--- src/rtl/eabi_pkg.sv ---
// constants for the external area bus interface
package eabi_pkg;
    // operating modes: 1 and 2 have a 1-Mbyte external space, 5 is the last expanded mode
    localparam logic [2:0] MODE_SMALL_LO = 3'h1;
    localparam logic [2:0] MODE_SMALL_HI = 3'h2;
    localparam logic [2:0] MODE_EXP_HI = 3'h5;
    // area number field position in each address space size
    localparam int AREA_LSB_SMALL = 17;
    localparam int AREA_LSB_LARGE = 21;
    localparam logic [23:0] TOP_SMALL = 24'h0FFFFF;
    localparam logic [23:0] TOP_LARGE = 24'hFFFFFF;
    // internal ranges: rom from 0, i/o at the top, ram just below i/o
    localparam logic [23:0] ROM_BYTES = 24'h020000;
    localparam logic [23:0] IO_BYTES = 24'h000100;
    localparam logic [23:0] RAM_BYTES = 24'h002000;
    // reset values of the two local registers
    localparam logic [7:0] ADDR_METHOD_RST = 8'hFF;
    localparam logic [7:0] SEL_OE_RST = 8'h0F;
    localparam int SEL_OE_LSB = 4;
    // access sizes
    localparam logic [1:0] SZ_BYTE = 2'h0;
    localparam logic [1:0] SZ_WORD = 2'h1;
    localparam logic [1:0] SZ_LONG = 2'h2;

    typedef enum logic [2:0] {
        ST_IDLE = 3'h0,
        ST_T1 = 3'h1,
        ST_T2 = 3'h3,
        ST_TW = 3'h2,
        ST_T3 = 3'h6
    } eabi_state_t;
endpackage

--- src/rtl/eabi_top.sv ---
// external area bus interface: area selects, address method, alignment
`timescale 1ns/1ps
module eabi_top (
    input wire logic ref_clk,
    input wire logic rst,
    input wire logic [2:0] op_mode,
    input wire logic rom_on,
    input wire logic internal_ram_on,
    input wire logic [7:0] area_width_bits,
    input wire logic [7:0] area_states_bits,
    input wire logic [15:0] area_wait_counts,
    input wire logic addr_method_we,
    input wire logic [7:0] addr_method_wdata,
    input wire logic sel_oe_we,
    input wire logic [7:0] sel_oe_wdata,
    input wire logic port_dir_we,
    input wire logic [3:0] port_dir_wdata,
    input wire logic req,
    input wire logic req_wr,
    input wire logic [1:0] req_size,
    input wire logic [23:0] req_addr,
    input wire logic [31:0] req_wdata,
    input wire logic [31:0] int_rdata,
    input wire logic [15:0] data_in,
    output logic busy,
    output logic done,
    output logic [31:0] rdata,
    output logic [7:0] addr_method_reg,
    output logic [7:0] select_output_enable_reg,
    output logic [3:0] port_dir_bits,
    output logic [23:0] ext_addr,
    output logic [7:0] area_select_n,
    output logic [7:0] area_select_oe,
    output logic rd_strobe_n,
    output logic upper_write_strobe_n,
    output logic lower_write_strobe_n,
    output logic [15:0] data_out,
    output logic data_oe_hi,
    output logic data_oe_lo
);
    typedef struct packed {
        eabi_pkg::eabi_state_t st;
        logic init;
        logic method;
        logic [3:0] seloe;
        logic [3:0] ddr;
        logic wr;
        logic [1:0] size;
        logic w8;
        logic three;
        logic [1:0] waits;
        logic [1:0] wload;
        logic [1:0] piece;
        logic [23:0] addr;
        logic [31:0] wsh;
        logic [31:0] rbuf;
        logic [31:0] rdata;
        logic done;
        logic [23:0] ext_addr;
        logic [7:0] cs_n;
        logic rd_n;
        logic hwr_n;
        logic lwr_n;
        logic [15:0] dout;
        logic oe_hi;
        logic oe_lo;
    } eabi_regs_t;

    eabi_regs_t s_r;
    eabi_regs_t s_nxt;

    function automatic logic expanded(input logic [2:0] m);
        expanded = (m >= eabi_pkg::MODE_SMALL_LO) &&
                   (m <= eabi_pkg::MODE_EXP_HI);
    endfunction

    function automatic logic [1:0] last_piece(input logic w8,
                                              input logic [1:0] sz);
        if (w8) begin
            last_piece = (sz == eabi_pkg::SZ_LONG) ? 2'h3 :
                         (sz == eabi_pkg::SZ_WORD) ? 2'h1 : 2'h0;
        end else begin
            last_piece = (sz == eabi_pkg::SZ_LONG) ? 2'h1 : 2'h0;
        end
    endfunction

    // address decode of the incoming request
    logic small_map;
    logic [23:0] top_addr;
    logic [23:0] top_ofs;
    logic [2:0] req_area;
    logic in_rom;
    logic in_ram;
    logic in_io;
    logic req_int;

    always_comb begin
        small_map = (op_mode == eabi_pkg::MODE_SMALL_LO) ||
                    (op_mode == eabi_pkg::MODE_SMALL_HI);
        top_addr = small_map ? eabi_pkg::TOP_SMALL : eabi_pkg::TOP_LARGE;
        top_ofs = top_addr - (req_addr & top_addr);
        // area size follows the map size
        req_area = small_map ? req_addr[eabi_pkg::AREA_LSB_SMALL +: 3] :
                               req_addr[eabi_pkg::AREA_LSB_LARGE +: 3];
        in_rom = rom_on && ((req_addr & top_addr) < eabi_pkg::ROM_BYTES);
        in_io = top_ofs < eabi_pkg::IO_BYTES;
        // ram range turns external when the ram is switched off
        in_ram = internal_ram_on &&
                 (top_ofs < (eabi_pkg::IO_BYTES + eabi_pkg::RAM_BYTES));
        // in expanded modes everything else in areas 0..7 is external
        req_int = !expanded(op_mode) || in_rom || in_ram || in_io;
    end

    always_comb begin
        logic [31:0] sh;
        logic [7:0] pbyte;
        logic [15:0] pword;
        logic [23:0] step;
        logic lastp;
        sh = s_r.wsh << {s_r.piece, 3'h0};
        pbyte = sh[31:24];
        pword = 16'((s_r.wsh << {s_r.piece, 4'h0}) >> 16);
        step = s_r.w8 ? 24'h000001 : 24'h000002;
        lastp = (s_r.piece == last_piece(s_r.w8, s_r.size));
        s_nxt = s_r;
        s_nxt.done = 1'b0;
        // direction strap caught on the first edge after release
        if (!s_r.init) begin
            s_nxt.init = 1'b1;
            s_nxt.ddr[0] = expanded(op_mode) && !rom_on;
        end
        if (addr_method_we) begin
            s_nxt.method = addr_method_wdata[0];
        end
        // enable bits frozen in single-chip mode
        if (sel_oe_we && expanded(op_mode)) begin
            s_nxt.seloe = sel_oe_wdata[7:4];
        end
        if (port_dir_we) begin
            s_nxt.ddr = port_dir_wdata;
        end
        case (s_r.st)
            eabi_pkg::ST_IDLE: begin
                if (req) begin
                    s_nxt.wr = req_wr;
                    s_nxt.size = req_size;
                    s_nxt.addr = req_addr;
                    s_nxt.piece = 2'h0;
                    s_nxt.rbuf = 32'h0;
                    s_nxt.w8 = area_width_bits[req_area];
                    s_nxt.three = area_states_bits[req_area];
                    s_nxt.waits = area_wait_counts[{req_area, 1'b0} +: 2];
                    s_nxt.wload = area_wait_counts[{req_area, 1'b0} +: 2];
                    // left-justify so pieces leave most significant first
                    s_nxt.wsh = (req_size == eabi_pkg::SZ_BYTE) ?
                                (req_wdata << 24) :
                                (req_size == eabi_pkg::SZ_WORD) ?
                                (req_wdata << 16) : req_wdata;
                    if (req_int) begin
                        // no select falls for internal targets
                        s_nxt.rdata = int_rdata;
                        s_nxt.done = 1'b1;
                        if (s_r.method) begin
                            s_nxt.ext_addr = req_addr;
                        end
                        // method 2 keeps the last external address
                    end else begin
                        s_nxt.st = eabi_pkg::ST_T1;
                        s_nxt.ext_addr = req_addr;
                        s_nxt.cs_n = ~(8'h01 << req_area);
                    end
                end
            end
            eabi_pkg::ST_T1: begin
                s_nxt.st = eabi_pkg::ST_T2;
                if (!s_r.wr) begin
                    s_nxt.rd_n = 1'b0;
                end else if (s_r.w8) begin
                    // upper strobe only, lower lane carries a copy of the byte
                    s_nxt.dout = {pbyte, pbyte};
                    s_nxt.oe_hi = 1'b1;
                    s_nxt.oe_lo = 1'b1;
                    s_nxt.hwr_n = 1'b0;
                end else if (s_r.size == eabi_pkg::SZ_BYTE) begin
                    s_nxt.dout = {pbyte, pbyte};
                    s_nxt.oe_hi = 1'b1;
                    s_nxt.oe_lo = 1'b1;
                    s_nxt.hwr_n = s_r.addr[0];
                    s_nxt.lwr_n = !s_r.addr[0];
                end else begin
                    s_nxt.dout = pword;
                    s_nxt.oe_hi = 1'b1;
                    s_nxt.oe_lo = 1'b1;
                    s_nxt.hwr_n = 1'b0;
                    s_nxt.lwr_n = 1'b0;
                end
            end
            eabi_pkg::ST_T2, eabi_pkg::ST_TW, eabi_pkg::ST_T3: begin
                if (s_r.st == eabi_pkg::ST_TW) begin
                    s_nxt.waits = s_r.waits - 2'h1;
                    if (s_r.waits == 2'h1) begin
                        s_nxt.st = eabi_pkg::ST_T3;
                    end
                end else if (s_r.st == eabi_pkg::ST_T2 && s_r.three) begin
                    s_nxt.st = (s_r.waits != 2'h0) ? eabi_pkg::ST_TW :
                                                     eabi_pkg::ST_T3;
                end else begin
                    // piece ends: sample only the lanes carrying data
                    if (!s_r.wr) begin
                        if (s_r.w8) begin
                            s_nxt.rbuf = {s_r.rbuf[23:0], data_in[15:8]};
                        end else if (s_r.size == eabi_pkg::SZ_BYTE) begin
                            s_nxt.rbuf = {s_r.rbuf[23:0], s_r.addr[0] ?
                                          data_in[7:0] : data_in[15:8]};
                        end else begin
                            s_nxt.rbuf = {s_r.rbuf[15:0], data_in};
                        end
                    end
                    s_nxt.rd_n = 1'b1;
                    s_nxt.hwr_n = 1'b1;
                    s_nxt.lwr_n = 1'b1;
                    s_nxt.oe_hi = 1'b0;
                    s_nxt.oe_lo = 1'b0;
                    if (lastp) begin
                        s_nxt.st = eabi_pkg::ST_IDLE;
                        s_nxt.cs_n = 8'hFF;
                        s_nxt.rdata = s_nxt.rbuf;
                        s_nxt.done = 1'b1;
                    end else begin
                        // select stays low across split pieces
                        s_nxt.st = eabi_pkg::ST_T1;
                        s_nxt.piece = s_r.piece + 2'h1;
                        s_nxt.addr = s_r.addr + step;
                        s_nxt.ext_addr = s_r.addr + step;
                        // the count ran down in the last piece; reload it
                        s_nxt.waits = s_r.wload;
                    end
                end
            end
            default: begin
                s_nxt.st = eabi_pkg::ST_IDLE;
            end
        endcase
    end

    always_ff @(posedge ref_clk or posedge rst) begin
        if (rst) begin
            s_r <= '0;
            s_r.st <= eabi_pkg::ST_IDLE;
            s_r.method <= eabi_pkg::ADDR_METHOD_RST[0];
            s_r.seloe <= eabi_pkg::SEL_OE_RST[7:4];
            s_r.three <= 1'b1;
            s_r.rd_n <= 1'b1;
            s_r.hwr_n <= 1'b1;
            s_r.lwr_n <= 1'b1;
            s_r.cs_n <= 8'hFF;
        end else begin
            s_r <= s_nxt;
        end
    end

    // select pins: 0..3 gated by direction, 4..7 by their enables
    logic [7:0] oe_nxt;
    assign oe_nxt = {s_nxt.seloe, s_nxt.ddr & {4{expanded(op_mode)}}};
    always_ff @(posedge ref_clk or posedge rst) begin
        if (rst) begin
            area_select_oe <= 8'h00;
        end else begin
            area_select_oe <= oe_nxt;
        end
    end

    assign busy = (s_r.st != eabi_pkg::ST_IDLE);
    assign done = s_r.done;
    assign rdata = s_r.rdata;
    // reserved bits read as ones
    assign addr_method_reg = {7'h7F, s_r.method};
    localparam logic [3:0] SEL_LOW = eabi_pkg::SEL_OE_RST[3:0];
    assign select_output_enable_reg = {s_r.seloe, SEL_LOW};
    assign port_dir_bits = s_r.ddr;
    assign ext_addr = s_r.ext_addr;
    assign area_select_n = s_r.cs_n;
    assign rd_strobe_n = s_r.rd_n;
    assign upper_write_strobe_n = s_r.hwr_n;
    assign lower_write_strobe_n = s_r.lwr_n;
    assign data_out = s_r.dout;
    assign data_oe_hi = s_r.oe_hi;
    assign data_oe_lo = s_r.oe_lo;

    a_internal_cs_high: assert property (
        @(posedge ref_clk) disable iff (rst)
        (s_r.st == eabi_pkg::ST_IDLE && req && req_int)
        |=> (area_select_n == 8'hFF) && done)
        else $error("select fell on an internal access");

    a_cs_with_addr: assert property (
        @(posedge ref_clk) disable iff (rst)
        (s_r.st == eabi_pkg::ST_IDLE && req && !req_int)
        |=> !area_select_n[$past(req_area)] &&
            (ext_addr == $past(req_addr)))
        else $error("select and address not launched together");

    a_method1_update: assert property (
        @(posedge ref_clk) disable iff (rst)
        (s_r.st == eabi_pkg::ST_IDLE && req && req_int && s_r.method)
        |=> ext_addr == $past(req_addr))
        else $error("address not updated in method 1");

    a_method2_hold: assert property (
        @(posedge ref_clk) disable iff (rst)
        (s_r.st == eabi_pkg::ST_IDLE && req && req_int && !s_r.method)
        |=> $stable(ext_addr))
        else $error("address moved on internal access in method 2");

    a_upper_enables: assert property (
        @(posedge ref_clk) disable iff (rst)
        sel_oe_we && expanded(op_mode)
        |=> area_select_oe[7:4] == $past(sel_oe_wdata[7:4]))
        else $error("select enable not applied");

    a_narrow_upper: assert property (
        @(posedge ref_clk) disable iff (rst)
        (s_r.st == eabi_pkg::ST_T1 && s_r.w8)
        |=> lower_write_strobe_n)
        else $error("lower strobe used on 8-bit area");

    a_word_both: assert property (
        @(posedge ref_clk) disable iff (rst)
        (s_r.st == eabi_pkg::ST_T1 && s_r.wr && !s_r.w8 &&
         s_r.size != eabi_pkg::SZ_BYTE)
        |=> !upper_write_strobe_n && !lower_write_strobe_n)
        else $error("word write lacks both strobes");

    a_odd_lane: assert property (
        @(posedge ref_clk) disable iff (rst)
        (s_r.st == eabi_pkg::ST_T1 && s_r.wr && !s_r.w8 &&
         s_r.size == eabi_pkg::SZ_BYTE)
        |=> (upper_write_strobe_n == $past(s_r.addr[0])) &&
            (lower_write_strobe_n == !$past(s_r.addr[0])))
        else $error("byte lane does not follow address parity");

    a_read_strobe: assert property (
        @(posedge ref_clk) disable iff (rst)
        (s_r.st == eabi_pkg::ST_T1 && !s_r.wr)
        |=> !rd_strobe_n && upper_write_strobe_n && lower_write_strobe_n)
        else $error("read strobe wrong");
endmodule

--- config.mk ---
export PLATFORM = sky130hd
export DESIGN_NAME = eabi_top
export DESIGN_NICKNAME = d
export VERILOG_FILES = /design/src/rtl/eabi_pkg.sv /design/src/rtl/eabi_top.sv
export SDC_FILE = /design/constraint.sdc
export NUM_CORES = 1
export LEC_CHECK = 0
export BUFFER_PORTS_ARGS = -buffer_cell sky130_fd_sc_hd__buf_2
export CORE_MARGIN = 2
export CORE_UTILIZATION = 50
export DETAILED_ROUTE_END_ITERATION = 12
export GPL_TIMING_DRIVEN = 0
export PLACE_DENSITY = 0.75
export SLEW_MARGIN = 20
export SYNTH_ARGS = -nofsm -noshare
export SYNTH_HDL_FRONTEND = slang
export SYNTH_SLANG_ARGS = --single-unit
--- constraint.sdc ---
create_clock -name ref_clk -period 16.79 [get_ports ref_clk]
set_input_delay 2.5185 -clock ref_clk [delete_from_list [all_inputs] [get_ports ref_clk]]
set_output_delay 2.5185 -clock ref_clk [all_outputs]
set_load 0.005 [all_outputs]
==> results of run 1 <==
-- critical path: cells and delay by family, from the launching register on --
kind	cells	cell delay, ns
simple gates	1	0.57
flops	1	0.39
buf+inv	3	0.76
-- worst paths after layout --
kind / start / to / slack, ns / cells past startpoint
worst max-delay path: s_r[196] / busy / 12.05 / 4
worst min-delay path: upper_write_strobe_n / upper_write_strobe_n / 0.47 / 2
worst max register to register: s_r[181] / ext_addr[18] / 13.88 / 9
worst min register to register: upper_write_strobe_n / upper_write_strobe_n / 0.47 / 2
max in group asynchronous: rst / s_r[180] / 13.72 / 3
min in group asynchronous: rst / area_select_oe[0] / 2.10 / 2
-- cells by family after synthesis --
family | count (synthesis) | share of synthesized area (%)
mux | 84 | 8.22
fa+ha+maj | 7 | 0.796
flops | 201 | 42.3
buf+inv | 226 | 11.0
simple gates | 393 | 14.3
xor+xnor | 26 | 1.91
compound gates | 386 | 21.5
other cells | 1 | 0.0314
-- layer usage --
metal / global-route usage, % / wire length, µm
met5: 0 / 0
met4: 8.24 / 892
met3: 4.41 / 3210
met2: 45.4 / 16300
met1: 38.7 / 15000
-- Yosys cell counts (all sizes together), types with 4 or more instances --
library cell,instances,area share [%]
ha,6,0.63
mux2i,32,2.7
mux2,52,5.5
a22oi,17,1.1
and2,10,0.52
o21ai,106,4.5
nand3,34,1.4
nor2,100,3.2
dfrtp,188,39
dfstp,13,2.9
a21bo,4,0.34
nand2,193,6.1
a31oi,13,0.81
a221oi,24,1.8
buf,134,8.1
o22ai,13,0.68
a21o,22,1.4
nor4,4,0.31
a211oi,17,1.1
inv,25,0.79
xnor2,14,1.0
nand2b,5,0.26
nand4,7,0.37
a221o,36,3.0
xor2,12,0.88
clkbuf,65,2.0
a32o,8,0.67
nor3,12,0.54
nor2b,12,0.63
a21oi,104,4.5
and3,8,0.42
-- where the power goes --
part | internal (mW) | total, mW | leakage, nW | switching [mW]
combinational | 0.599 | 1.37 | 4.02 | 0.771
sequential | 0.677 | 0.823 | 2.57 | 0.146
clock | 0.345 | 0.551 | 0.408 | 0.206
total | 1.62 | 2.74 | 7.00 | 1.12
-- stage by stage --
stage	area (µm²)	util, %	cells	hold slack, ns
after global placement	13700	58.2	1911	0.451
final	14500	61.9	1954	0.475
after floorplan	12000	-	1335	0.450
after detailed placement	13700	58.4	1912	0.464
after global routing	14500	61.9	1954	0.488
after CTS	14500	61.9	1954	0.473
-- cell type report --
type | count | area [µm²] | share of cell area [%]
Buffer | 199 | 1210 | 8.36
Inverter | 27 | 109 | 0.749
Multi-Input combinational cell | 908 | 5620 | 38.6
Clock inverter | 8 | 150 | 1.03
Tap cell | 319 | 399 | 2.75
Clock buffer | 34 | 687 | 4.72
Sequential cell | 201 | 5050 | 34.7
Timing Repair Buffer | 258 | 1310 | 9.04
==> results.md, run 1 <==
- Vias in the first global route: 10,600
- Initial antenna violation count: 0
- DRT Wirelength: 35,400 µm
- Root Buffer: clkbuf_16
- Commonest non-fill, non-tap cell in the layout: buf_2
- TritonCTS clock tree: done
- Post-DR vias/cell: around 5.7
- Cts bufs inserted: 23
- CTS Sinks: 201
- Post-route minimum period: approximately 4.7 ns
- Max Slew Vio Count: 0
- TNS Setup: 0 ns
- Drt first-iter violations: 946
- Core area: 23,500 µm²
- Total GRT Usage: around 28%
- Slowest-stage cell, CP: nor3_2
- Lkg Pwr: approximately 7.0 nW
- Flops & latches, synth: about 200
- # IOs: about 290
- Vias: 11,100
- Biggest register: s_r
- VDD IR-drop max: 0.0933 mV
- Die Y: approximately 160 µm
- Worst setup margin: 12.05 ns
- Crit path arrival time: 2.22 ns
- Nature of the critical path endpoint: output pin
- Worst-Skew Late Latency: 0.52 ns
- Max Fclk: about 210 MHz
- Max FFs per register: 103
- Most frequent cells in the layout: buf_2 (271), nand2_1 (193), dfrtp_1 (188)
- Pwr per Cell Area: 189 nW/µm²
- Final hold vios: 0
- # hold bufs at CTS: 0
- Die Area: 25,100 µm²
- Share of layout cells above drive strength 1: 31.1%
- Synth-to-layout area growth: 21.8%
- YS warnings: 0
- Syn Area/Cell: 9.02 µm²
- CTS max path bufs: 3
- TritonRoute pass-1 iters: 5
- Count of buffers from port buffering: 257
- Antenna diode instance count: 0
- Initial core utilization: 50.9%
- Die width: 159 µm
- Unrepaired setup endpoints after global routing: no
- Final nets: about 1,800
- Worst-margin pin slew: 0.911 ns
- Synth unique cells: between 60 and 70
- Dpl hpwl: 26,300 µm
- Setup Skew: 0.0144 ns
- MaxCap Viol Count: 0
- Period utilization: 28.2%
- EDFF count, synth: 0
- CTS H-Tree Depth: 1
- Drt drc: 0
- Setup bufs post-CTS: 0
- Syn Inst Count: about 1,300
- Setup violation total in the final timing report: 0
- Asr flop ratio synth: 100%
- CP peak stage delay: 0.57 ns
- Sequential area share after synthesis: a little over two fifths
- RD Place Congestion: 0.917
- Setup CP Type: flip-flop to output pin
- Post-CTS sizing: 0
- WL/cell: between 15 and 20 µm
- HP Class: flip-flop to flip-flop
- First-pass GRT wire length: 55,500 µm
- Critical Path, Cell by Cell: buf_4 -> nor3_2 -> inv_1 -> buf_2
- Crit path launch type: flip-flop
- PnR Total Power: 2.74 mW
- Fill cells: 2,050
- Status: complete, no violations
- Rel. slew slack: 38.6%
- Row count: 56
- Dominant synthesized flop cell: dfrtp_1
- Setup WS pre-CTS: 11.82 ns
- Clock-pin slew of the registers on the worst-case setup and hold paths: 0.06 ns
- Post-route ant nets: 0
- Largest net degree at the start of global routing: just over 100
- Grt total ovfl: 0
- Critical-path maximum fanout: 10
- Cell area after synthesis: 11,900 µm²
- WP data required: 14.27 ns
Power figures use the tool's default switching activity.
==> inputs of run 2 (changes only) <==
--- a/config.mk
+++ b/config.mk
@@ -5,12 +5,13 @@
 export SDC_FILE = /design/constraint.sdc
 export NUM_CORES = 1
 export LEC_CHECK = 0
+export ABC_AREA = 1
 export BUFFER_PORTS_ARGS = -buffer_cell sky130_fd_sc_hd__buf_2
 export CORE_MARGIN = 2
 export CORE_UTILIZATION = 50
 export DETAILED_ROUTE_END_ITERATION = 12
 export GPL_TIMING_DRIVEN = 0
-export PLACE_DENSITY = 0.75
+export PLACE_DENSITY = 0.78
 export SLEW_MARGIN = 20
 export SYNTH_ARGS = -nofsm -noshare
 export SYNTH_HDL_FRONTEND = slang
==> constraint.sdc (replaced) <==
create_clock -name ref_clk -period 4.3 [get_ports ref_clk]
set_input_delay 0.645 -clock ref_clk [delete_from_list [all_inputs] [get_ports ref_clk]]
set_output_delay 0.645 -clock ref_clk [all_outputs]
set_load 0.005 [all_outputs]
==> run 2 against run 1 <==
Register-to-register slack got worse by 13 ns; design area barely moved; global-route usage rose by 1.4 points; critical endpoint is now ext_addr[18]; synthesized cell count rose by 25%; hold slack got worse by 0.35 ns.
==> results.md, run 2 <==
- Status: complete, no violations
- Crit path top cell by count: nand2_1
- DRT Wirelength: 38,000 µm (+7.3%)
- Critical Path, Cell by Cell: ha_1 -> inv_1 -> fa_1 -> inv_1 -> nand2_1 -> nor2_1 -> nand2_1 -> nor3_1 -> nand2_1 -> nand2_1 -> nand3_1 -> o21ai_0 -> nand2_1 -> nand2_1
- Post-DR vias/cell: 5.32 (-6.4%)
- Sequential area share after synthesis: 42.1% (-0.15 points)
- R2R setup slack: 1.33 ns (-12.55 ns)
- Setup violation total in the final timing report: 0 (unchanged)
- Synth top area cells: dfrtp_1 (39%), nand2_1 (16%), buf_4 (6.6%), o21ai_0 (6.4%), nand3_1 (5.5%)
- WL/cell: 16.6 µm (-8.5%)
- WP data required: 4.75 ns (-9.52 ns)
- Vias: 12,200 (+9.8%)
- Core Util, Final: 62.0% (about the same)
- Count of buffers from port buffering: 261 (+1.6%)
- Crit. Startpoint: s_r[181]
- Core area: 23,500 µm² (unchanged)
- Worst-margin pin slew: 0.783 ns (-0.128 ns)
- Reg area: 5050 µm² (unchanged)
- # IOs: 285 (unchanged)
- Asr flop ratio synth: 100% (unchanged)
- Post-Layout Inst Area: 14,500 µm² (about the same)
- Die width: 159 µm (+0.18%)
- Rel. slew slack: 47.6% (+9.0 points)
- Post-route minimum period: about 3.0 ns
- CTS max path bufs: 3 (unchanged)
- CP peak stage delay: 0.57 ns (about the same)
- Initial core utilization: 51.1% (+0.19 points)
- Crit path arrival time: 3.42 ns (+1.20 ns)
- Period utilization: approximately 70%
- Multi-input gate area: 5230 µm² (-7.0%)
- Commonest non-fill, non-tap cell in the layout: nand2_1
- TritonRoute pass-1 iters: 6 (+1)
- Post-synth top cells: nand2_1 (525), dfrtp_1 (188), o21ai_0 (154)
- Unrepaired setup endpoints after global routing: no
- Setup Skew: 0.0125 ns (-0.00186 ns)
- Delay-heaviest family, CP: simple AND/OR/NAND/NOR gates
- Worst-Skew Late Latency: 0.51 ns (about the same)
- Root Buffer: clkbuf_16
- Crit path launch type: flip-flop
- Initial antenna violation count: 0 (unchanged)
- Share of layout cells above drive strength 1: 24.2% (-7.0 points)
- Max Fclk: 336 MHz
- Antenna diode instance count: 0 (unchanged)
- Fill cells: 2,207 (+7.7%)
- Syn Inst Count: 1,658 (+25%)
- Crit path buf inv count: 2 (-1)
- Flops & latches, synth: 201 (unchanged)
- # hold bufs at CTS: 0 (unchanged)
- Critical-path maximum fanout: 7 (-3)
- CTS H-Tree Depth: 1 (unchanged)
- Setup WS pre-CTS: 1.38 ns (-10.44 ns)
- Worst setup margin: 1.33 ns (-10.73 ns)
- VDD IR-drop max: 0.380 mV (+310%)
- HP Class: input pin to asynchronous set/reset pin
- Cts bufs inserted: 22 (-4.3%)
- Row count: 56 (unchanged)
- Cell area after synthesis: 12,000 µm² (+0.37%)
- Post-route ant nets: 0 (unchanged)
- TNS Setup: 0 ns (unchanged)
- Dominant synthesized flop cell: dfrtp_1
- Most frequent cells in the layout: nand2_1 (525), buf_2 (283), dfrtp_1 (188)
- Total GRT Usage: 29.3% (+1.4 points)
- Nature of the critical path endpoint: flip-flop
- Setup bufs post-CTS: 0 (unchanged)
- Drt first-iter violations: 1,104 (+17%)
- Syn Area/Cell: 7.23 µm² (-20%)
- RD Place Congestion: 0.967 (+5.5%)
- Cell with the most instances after synthesis: nand2_1
- Final nets: 2,138 (+19%)
- CTS Sinks: 201 (unchanged)
- Final hold vios: 0 (unchanged)
- TritonCTS clock tree: done
- Pwr per Cell Area: 792 nW/µm² (+320%)
- Grt total ovfl: 0 (unchanged)
- MaxCap Viol Count: 0 (unchanged)
- Setup CP Type: flip-flop to flip-flop
- Drt drc: 0 (unchanged)
- Synth-to-layout area growth: 21.3%
- Biggest register: s_r
- Dpl hpwl: 29,300 µm (+11%)
- Die Y: 159 µm (+0.18%)
- Die Area: 25,200 µm² (+0.36%)
- Post-synth top area share: 39.3% (-0.14 points)
- DP Area: 13,900 µm² (+1.3%)
- Max Slew Vio Count: 0 (unchanged)
- R2R Path Start: s_r[181]
- Largest net degree at the start of global routing: 33 (-68%)
- First-pass GRT wire length: 60,400 µm (+8.7%)
- Lkg Pwr: 7.59 nW (+8.5%)
- EDFF count, synth: 0 (unchanged)
- Synth area leader: dfrtp_1
- Synth unique cells: 43 (-37%)
- YS warnings: 0 (unchanged)
- Vias in the first global route: 11,600 (+10%)
- Clock-pin slew of the registers on the worst-case setup and hold paths: 0.06 ns (about the same)
- Max FFs per register: 103 (unchanged)
- Post-CTS sizing: 0 (unchanged)
- Slowest-stage cell, CP: dfrtp_1
-- run 2: cell count changes after synthesis, moves of 21 or more --
cell / change
inv_1: +128
a21o_1: -21
mux2i_1: -32
a21oi_1: -28
nand2_1: +332
nand3_1: +98
o21ai_0: +53
a221o_1: -36
mux2_2: -28
nor2_1: -24
clkbuf_1: -21
-- run 2: cell families (layout without fill, tap and decap cells) --
family / after synthesis / in the layout / share of synthesized area [%]
AOI/OAI and AO/OA: 297 / 297 / 13.8
xor gates and xnor gates: 5 / 5 / 0.365
adders and majority gates: 7 / 7 / 0.793
buffers and inverters: 346 / 650 / 14.6
DFF: 201 / 201 / 42.1
muxes: 4 / 4 / 0.376
other: 1 / 12 / 0.0313
and+or+nand+nor: 797 / 797 / 27.9
-- run 2: cell type report --
cell class	instances	share of cell area, %
clock buffer	27	4.13
timing repair buffer	268	10.0
sequential	201	34.7
buffer	181	7.78
multi-input combinational	1122	35.9
tap	319	2.74
clock inverter	9	0.404
inverter	165	4.30
-- run 2: where the power goes --
| part | leakage, nW | switching [mW] | internal [mW] |
|---|---|---|---|
| clock | 0.327 | 0.797 | 0.994 |
| sequential | 2.53 | 0.523 | 2.75 |
| combinational | 4.73 | 4.13 | 2.32 |
-- run 2: worst reg2reg max path, stage by stage, from the launching register on --
cell and delay [ns]:
dfrtp_1 0.57, ha_1 0.24, inv_1 0.05, fa_1 0.35
inv_1 0.08, nand2_1 0.10, nor2_1 0.22, nand2_1 0.15
nor3_1 0.33, nand2_1 0.09, nand2_1 0.07, nand3_1 0.09
o21ai_0 0.40, nand2_1 0.11, nand2_1 0.07
-- run 2: per-layer routing --
| metal | part of all wire, % | global-route usage (%) |
|---|---|---|
| met2 | 46 | 48.3 |
| met1 | 44 | 40.2 |
| met3 | 7.4 | 4.15 |
| met4 | 3.1 | 9.30 |
| met5 | 0 | 0 |
-- run 2: metrics by stage --
stage | instances | hold slack [ns] | total power [mW]
3_3_place_gp | 2249 | 0.464 | 9.44
6_report | 2292 | 0.126 | 11.5
3_5_place_dp | 2256 | 0.467 | 9.64
2_1_floorplan | 1669 | 0.444 | 7.54
4_1_cts | 2292 | 0.125 | 11.5
5_1_grt | 2292 | 0.146 | 12.4
-- run 2: path summary, 6_finish.rpt --
kind	to	depth (start not counted)
worst max-delay path	ext_addr[18]	14
worst min-delay path	rdata[20]	2
worst max register to register	ext_addr[18]	14
worst min register to register	rdata[9]	2
max in group asynchronous	data_out[1]	5
min in group ref_clk	addr_method_reg[0]	2
